**config.mk**
```make
export PLATFORM = sky130hd
export DESIGN_NAME = pwm0_event_flags
export DESIGN_NICKNAME = d
export VERILOG_FILES = /design/src/pwm0_event_pkg.sv /design/src/pwm0_event_flags.sv
export SDC_FILE = /design/constraint.sdc
export NUM_CORES = 1
export LEC_CHECK = 0
export ABC_AREA = 1
export BUFFER_PORTS_ARGS = -buffer_cell sky130_fd_sc_hd__clkbuf_2
export CAP_MARGIN = 5
export CORE_ASPECT_RATIO = 1.5
export CORE_MARGIN = 4
export CORE_UTILIZATION = 55
export DETAILED_ROUTE_END_ITERATION = 10
export GPL_ROUTABILITY_DRIVEN = 1
export HOLD_SLACK_MARGIN = 0.12
export PLACE_DENSITY = 0.95
export SLEW_MARGIN = 20
export SYNTH_ARGS = -nofsm -noshare
export SYNTH_HDL_FRONTEND = slang
export SYNTH_SLANG_ARGS = --single-unit
```
**constraint.sdc**
```tcl
create_clock -name sys_clk_i -period 3.1 [get_ports sys_clk_i]
set_input_delay 0 -clock sys_clk_i [delete_from_list [all_inputs] [get_ports sys_clk_i]]
set_output_delay 0 -clock sys_clk_i [all_outputs]
set_load 0.01 [all_outputs]
```
**src/pwm0_event_pkg.sv**
```systemverilog
// Constants and carrier types for the PWM unit 0 event flag block
package pwm0_event_pkg;

   // ***************************************************************
   // Widths
   // ***************************************************************
   localparam int DATA_W  = 8;
   localparam int ADDR_W  = 8;
   localparam int CNT_W   = 16;
   localparam int NUM_MOD = 3;
   localparam int EVT_W   = 4;

   // ***************************************************************
   // Register offsets
   // ***************************************************************
   localparam logic [ADDR_W-1:0] IRQ_CTRL_ADDR   = 8'hee;
   localparam logic [ADDR_W-1:0] EVT_STATUS_ADDR = 8'he6;
   localparam logic [ADDR_W-1:0] EVT_MASK_ADDR   = 8'he7;

   // ***************************************************************
   // Field positions of the interrupt control register
   // ***************************************************************
   localparam int OVERTAKE_FLAG_BIT = 7;
   localparam int MOD_FLAG_BASE     = 4;
   localparam int OVERTAKE_EN_BIT   = 3;
   localparam int MOD_EN_BASE       = 0;

   // ***************************************************************
   // Field positions of the event status and mask registers
   // ***************************************************************
   localparam int EVT_OVERTAKE_BIT = 3;
   localparam int EVT_MOD_BASE     = 0;

   // ***************************************************************
   // Reset values
   // ***************************************************************
   localparam logic [DATA_W-1:0] IRQ_CTRL_RESET   = 8'h00;
   localparam logic [EVT_W-1:0]  EVT_STATUS_RESET = 4'h0;
   localparam logic [EVT_W-1:0]  EVT_MASK_RESET   = 4'h0;
   localparam logic [DATA_W-1:0] READ_IDLE        = 8'h00;

   // ***************************************************************
   // Carrier types
   // ***************************************************************
   typedef struct packed {
      logic [ADDR_W-1:0] addr;
      logic [DATA_W-1:0] wdata;
      logic              wr;
      logic              rd;
   } bus_req_type;

   typedef struct packed {
      logic                          run;
      logic [CNT_W-1:0]              count;
      logic [CNT_W-1:0]              limit;
      logic [NUM_MOD-1:0][CNT_W-1:0] compare;
   } counter_view_type;

   typedef struct packed {
      logic [DATA_W-1:0]  irq_ctrl;
      logic [EVT_W-1:0]   evt_status;
      logic [EVT_W-1:0]   evt_mask;
      logic [NUM_MOD-1:0] match_level;
      logic               reload_seen;
      logic [DATA_W-1:0]  rdata;
   } state_type;

endpackage : pwm0_event_pkg

```
**src/pwm0_event_flags.sv**
```systemverilog
// Event flags, enables and interrupt request of PWM unit 0
`timescale 1ns/1ps

// Contract
// - Set overtake flag, bit 7, while counter is at or above shadow limit.
// - Software writing one to overtake flag sets it.
// - Only software clears overtake flag, by writing zero.
// - Overtake flag requests interrupt only while enable bit 3 is set.
// - Compare match sets toggle flag: bit 6 module 2, 5 module 1, 4 module 0.
// - Software writing one to a toggle flag sets it.
// - Toggle flags stay set until software writes zero.
// - Toggle flag reaches interrupt only when enabled: bit 2, 1, 0.
// - Reset clears all eight control register bits.
// - Each of three compare modules has its own flag and enable pair.
// - Match is counter becoming equal or above module compare value.
// - Overtake reloads counter with zero and sets the overtake flag.
module pwm0_event_flags
   import pwm0_event_pkg::*;
(
   input  wire logic              sys_clk_i,
   input  wire logic              nrst_i,
   input  wire bus_req_type       bus_req_i,
   output logic [DATA_W-1:0]      rdata_o,
   input  wire counter_view_type  cnt_i,
   output logic                   counter_reload_o,
   output logic [NUM_MOD-1:0]     match_pulse_o,
   output logic                   irq_o
);

   // ***************************************************************
   // State
   // ***************************************************************
   state_type st_reg;
   state_type st_next;

   // ***************************************************************
   // Event detection
   // ***************************************************************
   logic                overtake_hit;
   logic [NUM_MOD-1:0]  match_now;
   logic [NUM_MOD-1:0]  match_evt;
   logic [DATA_W-1:0]   hw_set;
   logic [EVT_W-1:0]    evt_vec;

   // Counter and compare values come from the same clock, no synchroniser
   assign overtake_hit = cnt_i.run
                         && (cnt_i.count >= cnt_i.limit);

   // Same cycle as the flag, so the counter restarts at zero next edge
   assign counter_reload_o = overtake_hit;

   always_comb
   begin
      for (int n = 0; n < NUM_MOD; n++)
      begin
         match_now[n] = cnt_i.run
                        && (cnt_i.count >= cnt_i.compare[n]);
         // A level held across a reload still counts again in the new period
         match_evt[n] = match_now[n]
                        && (!st_reg.match_level[n]
                            || st_reg.reload_seen);
      end
   end

   assign match_pulse_o = match_evt;

   // ***************************************************************
   // Hardware set vector, laid out like the control register
   // ***************************************************************
   always_comb
   begin
      hw_set = IRQ_CTRL_RESET;
      hw_set[OVERTAKE_FLAG_BIT] = overtake_hit;
      for (int n = 0; n < NUM_MOD; n++)
      begin
         hw_set[MOD_FLAG_BASE + n] = match_evt[n];
      end
   end

   always_comb
   begin
      evt_vec = EVT_STATUS_RESET;
      evt_vec[EVT_OVERTAKE_BIT] = overtake_hit;
      for (int n = 0; n < NUM_MOD; n++)
      begin
         evt_vec[EVT_MOD_BASE + n] = match_evt[n];
      end
   end

   // ***************************************************************
   // Register decode
   // ***************************************************************
   logic ctrl_wr;
   logic status_wr;
   logic mask_wr;

   assign ctrl_wr   = bus_req_i.wr && (bus_req_i.addr == IRQ_CTRL_ADDR);
   assign status_wr = bus_req_i.wr && (bus_req_i.addr == EVT_STATUS_ADDR);
   assign mask_wr   = bus_req_i.wr && (bus_req_i.addr == EVT_MASK_ADDR);

   // ***************************************************************
   // Sticky flag cells
   // ***************************************************************
   // Laid out like the status register: bit 3 overtake, bits 2..0 modules
   logic [EVT_W-1:0] ctrl_flag_next;
   logic [EVT_W-1:0] evt_flag_next;

   // Control flags, the written value replaces the flag
   sticky_flag_cell #(.CLEAR_ON_ONE(1'b0)) overtake_flag_cell_inst
   (
      .flag_i   (st_reg.irq_ctrl[OVERTAKE_FLAG_BIT]),
      .wr_i     (ctrl_wr),
      .wdata_i  (bus_req_i.wdata[OVERTAKE_FLAG_BIT]),
      .hw_set_i (hw_set[OVERTAKE_FLAG_BIT]),
      .flag_o   (ctrl_flag_next[EVT_OVERTAKE_BIT])
   );

   sticky_flag_cell #(.CLEAR_ON_ONE(1'b0)) module2_flag_cell_inst
   (
      .flag_i   (st_reg.irq_ctrl[MOD_FLAG_BASE + 2]),
      .wr_i     (ctrl_wr),
      .wdata_i  (bus_req_i.wdata[MOD_FLAG_BASE + 2]),
      .hw_set_i (hw_set[MOD_FLAG_BASE + 2]),
      .flag_o   (ctrl_flag_next[EVT_MOD_BASE + 2])
   );

   sticky_flag_cell #(.CLEAR_ON_ONE(1'b0)) module1_flag_cell_inst
   (
      .flag_i   (st_reg.irq_ctrl[MOD_FLAG_BASE + 1]),
      .wr_i     (ctrl_wr),
      .wdata_i  (bus_req_i.wdata[MOD_FLAG_BASE + 1]),
      .hw_set_i (hw_set[MOD_FLAG_BASE + 1]),
      .flag_o   (ctrl_flag_next[EVT_MOD_BASE + 1])
   );

   sticky_flag_cell #(.CLEAR_ON_ONE(1'b0)) module0_flag_cell_inst
   (
      .flag_i   (st_reg.irq_ctrl[MOD_FLAG_BASE]),
      .wr_i     (ctrl_wr),
      .wdata_i  (bus_req_i.wdata[MOD_FLAG_BASE]),
      .hw_set_i (hw_set[MOD_FLAG_BASE]),
      .flag_o   (ctrl_flag_next[EVT_MOD_BASE])
   );

   // Status flags, a written one clears
   sticky_flag_cell #(.CLEAR_ON_ONE(1'b1)) overtake_evt_cell_inst
   (
      .flag_i   (st_reg.evt_status[EVT_OVERTAKE_BIT]),
      .wr_i     (status_wr),
      .wdata_i  (bus_req_i.wdata[EVT_OVERTAKE_BIT]),
      .hw_set_i (evt_vec[EVT_OVERTAKE_BIT]),
      .flag_o   (evt_flag_next[EVT_OVERTAKE_BIT])
   );

   sticky_flag_cell #(.CLEAR_ON_ONE(1'b1)) module2_evt_cell_inst
   (
      .flag_i   (st_reg.evt_status[EVT_MOD_BASE + 2]),
      .wr_i     (status_wr),
      .wdata_i  (bus_req_i.wdata[EVT_MOD_BASE + 2]),
      .hw_set_i (evt_vec[EVT_MOD_BASE + 2]),
      .flag_o   (evt_flag_next[EVT_MOD_BASE + 2])
   );

   sticky_flag_cell #(.CLEAR_ON_ONE(1'b1)) module1_evt_cell_inst
   (
      .flag_i   (st_reg.evt_status[EVT_MOD_BASE + 1]),
      .wr_i     (status_wr),
      .wdata_i  (bus_req_i.wdata[EVT_MOD_BASE + 1]),
      .hw_set_i (evt_vec[EVT_MOD_BASE + 1]),
      .flag_o   (evt_flag_next[EVT_MOD_BASE + 1])
   );

   sticky_flag_cell #(.CLEAR_ON_ONE(1'b1)) module0_evt_cell_inst
   (
      .flag_i   (st_reg.evt_status[EVT_MOD_BASE]),
      .wr_i     (status_wr),
      .wdata_i  (bus_req_i.wdata[EVT_MOD_BASE]),
      .hw_set_i (evt_vec[EVT_MOD_BASE]),
      .flag_o   (evt_flag_next[EVT_MOD_BASE])
   );

   // ***************************************************************
   // Next state
   // ***************************************************************
   always_comb
   begin
      st_next = st_reg;

      // Flag bits: hardware or software sets, only software clears
      st_next.irq_ctrl[OVERTAKE_FLAG_BIT] = ctrl_flag_next[EVT_OVERTAKE_BIT];
      for (int n = 0; n < NUM_MOD; n++)
      begin
         st_next.irq_ctrl[MOD_FLAG_BASE + n] = ctrl_flag_next[EVT_MOD_BASE + n];
      end

      // Enables are plain read/write bits
      if (ctrl_wr)
      begin
         st_next.irq_ctrl[OVERTAKE_EN_BIT] =
            bus_req_i.wdata[OVERTAKE_EN_BIT];
         for (int n = 0; n < NUM_MOD; n++)
         begin
            st_next.irq_ctrl[MOD_EN_BASE + n] =
               bus_req_i.wdata[MOD_EN_BASE + n];
         end
      end

      // Event status: sticky, write one to clear, new event wins
      st_next.evt_status = evt_flag_next;

      if (mask_wr)
      begin
         st_next.evt_mask = bus_req_i.wdata[EVT_W-1:0];
      end

      // Match history for the edge detector
      st_next.match_level = match_now;
      st_next.reload_seen = overtake_hit;

      // Read data stands only in the cycle after the strobe
      st_next.rdata = READ_IDLE;
      if (bus_req_i.rd)
      begin
         case (bus_req_i.addr)
            IRQ_CTRL_ADDR:
            begin
               st_next.rdata = st_reg.irq_ctrl;
            end
            EVT_STATUS_ADDR:
            begin
               st_next.rdata = {{(DATA_W-EVT_W){1'b0}},
                                st_reg.evt_status};
            end
            EVT_MASK_ADDR:
            begin
               st_next.rdata = {{(DATA_W-EVT_W){1'b0}},
                                st_reg.evt_mask};
            end
            default:
            begin
               st_next.rdata = READ_IDLE;
            end
         endcase
      end
   end

   // ***************************************************************
   // State register
   // ***************************************************************
   always_ff @(posedge sys_clk_i or negedge nrst_i)
   begin
      if (!nrst_i)
      begin
         st_reg.irq_ctrl    <= IRQ_CTRL_RESET;
         st_reg.evt_status  <= EVT_STATUS_RESET;
         st_reg.evt_mask    <= EVT_MASK_RESET;
         st_reg.match_level <= '0;
         st_reg.reload_seen <= 1'b0;
         st_reg.rdata       <= READ_IDLE;
      end
      else
      begin
         st_reg <= st_next;
      end
   end

   // ***************************************************************
   // Interrupt request
   // ***************************************************************
   // Field views, named like the register bits
   logic overtake_flag;
   logic module2_toggle_flag;
   logic module1_toggle_flag;
   logic module0_toggle_flag;
   logic overtake_irq_enable;
   logic module2_irq_enable;
   logic module1_irq_enable;
   logic module0_irq_enable;
   logic ctrl_req;
   logic evt_req;

   assign overtake_flag       = st_reg.irq_ctrl[OVERTAKE_FLAG_BIT];
   assign module2_toggle_flag = st_reg.irq_ctrl[MOD_FLAG_BASE + 2];
   assign module1_toggle_flag = st_reg.irq_ctrl[MOD_FLAG_BASE + 1];
   assign module0_toggle_flag = st_reg.irq_ctrl[MOD_FLAG_BASE];
   assign overtake_irq_enable = st_reg.irq_ctrl[OVERTAKE_EN_BIT];
   assign module2_irq_enable  = st_reg.irq_ctrl[MOD_EN_BASE + 2];
   assign module1_irq_enable  = st_reg.irq_ctrl[MOD_EN_BASE + 1];
   assign module0_irq_enable  = st_reg.irq_ctrl[MOD_EN_BASE];

   // Level request, stays high until software clears the flag
   assign ctrl_req = (overtake_flag && overtake_irq_enable)
                     || (module2_toggle_flag && module2_irq_enable)
                     || (module1_toggle_flag && module1_irq_enable)
                     || (module0_toggle_flag && module0_irq_enable);

   // Mask resets to zero, so by default only the control register drives it
   assign evt_req = |(st_reg.evt_status & st_reg.evt_mask);

   assign irq_o   = ctrl_req || evt_req;
   assign rdata_o = st_reg.rdata;

endmodule : pwm0_event_flags

// ***************************************************************
// Sticky flag cell, shared by control and status flags
// ***************************************************************
// Stateless: the flag itself stays in the owner's state struct
module sticky_flag_cell
   import pwm0_event_pkg::*;
#(
   parameter bit CLEAR_ON_ONE = 1'b0
)
(
   input  wire logic flag_i,
   input  wire logic wr_i,
   input  wire logic wdata_i,
   input  wire logic hw_set_i,
   output logic      flag_o
);

   logic kept;

   // Control flags take the written value, status flags clear on one
   always_comb
   begin
      if (!wr_i)
      begin
         kept = flag_i;
      end
      else if (CLEAR_ON_ONE)
      begin
         kept = flag_i && !wdata_i;
      end
      else
      begin
         kept = wdata_i;
      end
   end

   // Hardware set wins over a clearing write, so no event is lost
   assign flag_o = kept || hw_set_i;

endmodule : sticky_flag_cell

```
======== Word level (Yosys, flattened, before mapping) ========
Index checks and enable logic that the tools add are counted.
W data, S select, Z words.
word-level totals
  register bits ........................... 28
  output and inout bits ................... 13
  bits of input ports ..................... 101
operators by class
  bitwise gates (word level) .............. 1
  mux-type cells .......................... 10
  magnitude comparators ................... 4
  eq/ne operators ......................... 3
  reductions and logical operators ........ 41
operators with widths
  operator              number
  $ge A16 B16 Y1        4
  $eq A8 B8 Y1 const B  3
  $pmux W8 S3           1
  $logic_and A1 B1 Y1   18
  $logic_or A1 B1 Y1    15
  $mux W1               8
  $mux W8               1
  $logic_not A1 Y1      7
  $and A4 B4 Y4         1
  $reduce_or A4 Y1      1

======== Depth between registers and ports, before layout ========
  depth after elaboration ................. 5
  mapped depth ............................ 13
  mapped depth without buffers ............ 13

======== By module ========
From an unflattened synthesis, not the netlist that was laid out.
unflattened totals
  cell total of the unflattened synthesis .. 467
  area, all modules ....................... 3143.0 um^2
modules (own cells, without submodules)
  module                                          seq. area each (um^2)  cells an instance  times used  area each (um^2)
  pwm0_event_flags                                700.7                  431                1           2972.9
  sticky_flag_cell at module0_flag_cell_inst ...  0.0                    5                  4           27.5
  sticky_flag_cell at module0_evt_cell_inst ...   0.0                    4                  4           15.0

======== Worst setup path before layout ========
No wires, ideal clock.
  path type ............................... input to register
  start point ............................. input cnt_i[61] in the netlist's numbering
  end point ............................... register st_reg[8] in the netlist's numbering
  stages .................................. 10
  data arrival time ....................... 900 ps
  buffers on the path ..................... 0
  setup time .............................. 133 ps
  required time ........................... 2967 ps
  slack ................................... 2067 ps
  path through ............................ inv_1 -> ha_1 -> nand2_1 -> inv_1 -> o21bai_1 -> nand2_1 -> a21oi_1 -> nand3_1 -> nand2_1 -> inv_1
on the way
  word-level cells in the longest chain between the ends .. 2
ends and longest elaborated chain
  element                     line                     source
  start: declaration          pwm0_event_flags.sv:24   input wire counter_view_type cnt_i,
  $ge A16 B16 Y1              pwm0_event_flags.sv:47   && (cnt_i.count >= cnt_i.limit);
  $logic_and A1 B1 Y1         pwm0_event_flags.sv:47
  named net counter_reload_o  pwm0_event_flags.sv:25   output logic counter_reload_o,
  end signal: assignment      pwm0_event_flags.sv:263  st_reg <= st_next;
  end: declaration            pwm0_event_flags.sv:33   state_type st_reg;
The timed path passes the listed nets, and every way through them passes these cells.
A chain may end at the register's enable or synchronous reset.

======== Final worst setup path ========
  start point ............................. register st_reg[19] in the netlist's numbering
  end point ............................... output irq_o
on the way
  word-level cells in the longest chain between the ends .. 3
ends and longest elaborated chain
  element             line                     source
  $and A4 B4 Y4       pwm0_event_flags.sv:298  assign evt_req = |(st_reg.evt_status & st_reg.evt_mask);
  $reduce_or A4 Y1    pwm0_event_flags.sv:298
  $logic_or A1 B1 Y1  pwm0_event_flags.sv:300  assign irq_o = ctrl_req || evt_req;
  end: declaration    pwm0_event_flags.sv:27   output logic irq_o
No other way between the ends.

==> impl_results.md <==
- Area growth syn-to-layout: 23.3%
- Post-route antenna net violation count: 0
- Net Sw Power: 0.000304 W
- Clk_skew: a little under 3 ps
- Vias in the first global route: about 3.3k
- Vias/cell: between 4 and 5
- Worst-Skew Late Latency: 280 ps
- Tcrit/Tclk final: 0.456
- Power Internal: about 0.00065 W
- # IOs: about 110
- Max Transition Viols Final: 0
- Fin cells: 640
- Row count: 33
- Pwr dens: between 200 and 250 nW/um^2
- Clock transition at path regs: roughly 90 ps
- GR Util met2: 0.460
- Worst min path class: primary input to register
- GPL Wtd Cong: 0.866
- Count of max-cap constraint violations: 0
- Gr usage total: 0.230
- Critical Path RT: just over 3000 ps
- Synthesis Warnings: 0
- DP HPWL: roughly 6600 um
- Post-synthesis sequential area ratio: 0.226
- Leakage power: between 2 and 3 nW
- Relative slew slack: 0.553
- Most frequent cell after synthesis: nand2_1
- Area contributors post-synth: ha_1, dfrtp_1, nand2_1, inv_1, a21oi_1
- Slowest-stage cell, CP: dfrtp_1
- Fin. Hold Viols: 0
- Gate Count Post-Synth: approximately 450
- CP Class: register to primary output
- FF+latch area: 701 sq um
- EDFF count, synth: 0
- First-pass GRT wire length: ~13000 um
- CP arrival: between 1000 and 1500 ps
- Final Routed Wirelength: 7620 um
- Max Freq: 0.707 GHz
- Period minus WS final: roughly 1400 ps
- GR Util met1: 0.223
- Status: completed
- Multi-input gate area: approximately 1900 sq um
- Core area: between 5000 and 6000 sq um
- Post-synthesis cell type count: 24
- Main synth FF type: dfrtp_1
- Switching portion of total power: 0.319
- Num CTS Buffers: 3
- DR WL/cell: 11.9 um
- Inst Count DP: 624
- Worst Tran Pin Value: roughly 670 ps
- Worst setup SP type: register
- FF+latch count, synth: 28
- Clock Sinks: 28
- Setup TNS: 0 ps
- Grt ovf: 0
- Initial core utilization: 0.569
- Routed vias: between 3k and 4k
- CP max stage delay: between 400 and 500 ps
- Share of layout cells above drive strength 1: 0.211
- Top cell type's share of synthesized area: 0.258
- Post-synthesis cell area: slightly above 3000 sq um
- FFs w/ async S/R, synth: 1.00
- Postcts setup bufs: 0
- Final setup fails: 0
- Number of detailed-route iterations in the first pass: 4
- Combinational power share: 0.365
- Pin count of the biggest net entering global routing: 29
- Peak supply drop: about 0.00018 V
- Peak-usage layer in the global routing report: met2
- Post-synth net total: a little over 600
- Post-route DRC violation count: 0
- Share of power burned in registers: 0.402
- Clk network pwr share: 0.233
- Die ar.: 6930 sq um
- # resized after CTS: 0
- Initial antenna violation count: 0
- RSZ-0062 raised after global routing: false
- Fillers: 439
- 1st-iter DRT viols: 227
- Max reg flops: 12
- Die span in y: between 90 and 100 um
- CP Cell Sequence: a22o_1 -> a221oi_1 -> nand2_1 -> clkbuf_2
- CP endpoint kind: primary output
- PortBufs: 113
- Largest area contributor in the netlist: ha_1
- Die X-Extent: 69.3 um
- Syn Area/Cell: approximately 6.8 sq um
- CTS H-Tree Depth: 1
- Top cells by count, synth: nand2_1, inv_1, ha_1
- # hold bufs at CTS: 12
- Clock Path Buffers: 2
- Met3 usage: 0.0351
- Fin nets: between 700 and 800
- Worst Path Max Fanout: 3
- CTS root buffer: clkbuf_8
- CTS tree: built
- Antenna fix cells: 0
==> stage by stage <==
stage | setup slack, ps | power, W | utilization | hold slack, ps | cell area (sq um)
CTS | 1700 | 0.000958 | 0.702 | 128 | 3820
finish | 1690 | 0.000954 | 0.702 | 125 | 3820
global placement | 1710 | 0.000703 | 0.669 | 58.7 | 3650
detailed placement | 1700 | 0.000725 | 0.669 | 64.4 | 3650
global route | 1520 | 0.00103 | 0.702 | 145 | 3820
floorplan | 2070 | 0.000589 | - | -296 | 3100
==> placed cells by master, fill, tap and decap left out, drive strengths merged <==
cell,n
nand2,129
clkbuf,117
inv,116
ha,64
dfrtp,28
nor2,26
a21oi,23
nand3,20
dlygate4sd3,12
o21ai,9
nand4,6
a21o,4
o21a,4
o211ai,3
nor3,3
a221oi,2
and2,1
o21bai,1
a22o,1
o22ai,1
==> layer usage <==
layer | up-vias | part of all wire
li1 | 1630 | -
met4 | 0 | 0.046
met2 | 116 | 0.54
met3 | 31 | 0.054
met5 | - | 0
met1 | 1392 | 0.36
==> critical path, delay by kind of cell (launching register included) <==
kind	cells	cell delay (ps)
compound gates	2	490
simple gates	1	100
flops	1	410
buf+inv	1	140
==> cells by family (layout without fill, tap and decap cells) <==
kind of cell,count (synthesis),count (layout),share of synthesized area
flip-flops,28,28,0.226
AO/OA/AOI/OAI,48,48,0.0912
AND/OR/NAND/NOR,185,185,0.250
buffers and inverters,129,245,0.174
adder cells (fa/ha/maj),64,64,0.258
==> path summary, 6_finish.rpt <==
kind | to | cells after the start | slack, ps | start
setup / recovery | irq_o | 4 | 1690 | st_reg[19]$_DFF_PN0_
hold / removal | rdata_o[6]$_DFF_PN0_ | 4 | 130 | bus_req_i[14]
setup reg to reg | rdata_o[0]$_DFF_PN0_ | 4 | 2260 | module0_irq_enable$_DFFE_PN0P_
hold reg to reg | st_reg[15]$_DFFE_PN0P_ | 2 | 530 | st_reg[15]$_DFFE_PN0P_
max in group asynchronous | rdata_o[5]$_DFF_PN0_ | 2 | 2380 | nrst_i
min in group asynchronous | rdata_o[0]$_DFF_PN0_ | 2 | 300 | nrst_i
==> cell type report <==
type / count / share of cell area
tap: 70 / 0.0229
inverter: 116 / 0.114
multi-input combinational: 297 / 0.486
clock buffer: 4 / 0.0144
timing repair buffer: 125 / 0.179
sequential: 28 / 0.183
==> power groups by stage <==
stage	Sequential [W]	Clock (W)	Combinational, W
2_1_floorplan	0.000389	0	0.000200
3_3_place_gp	0.000390	0	0.000313
3_5_place_dp	0.000391	0	0.000335
4_1_cts	0.000383	0.000226	0.000349
5_1_grt	0.000385	0.000244	0.000405
6_report	0.000384	0.000222	0.000348
Power figures use the tool's default switching activity.
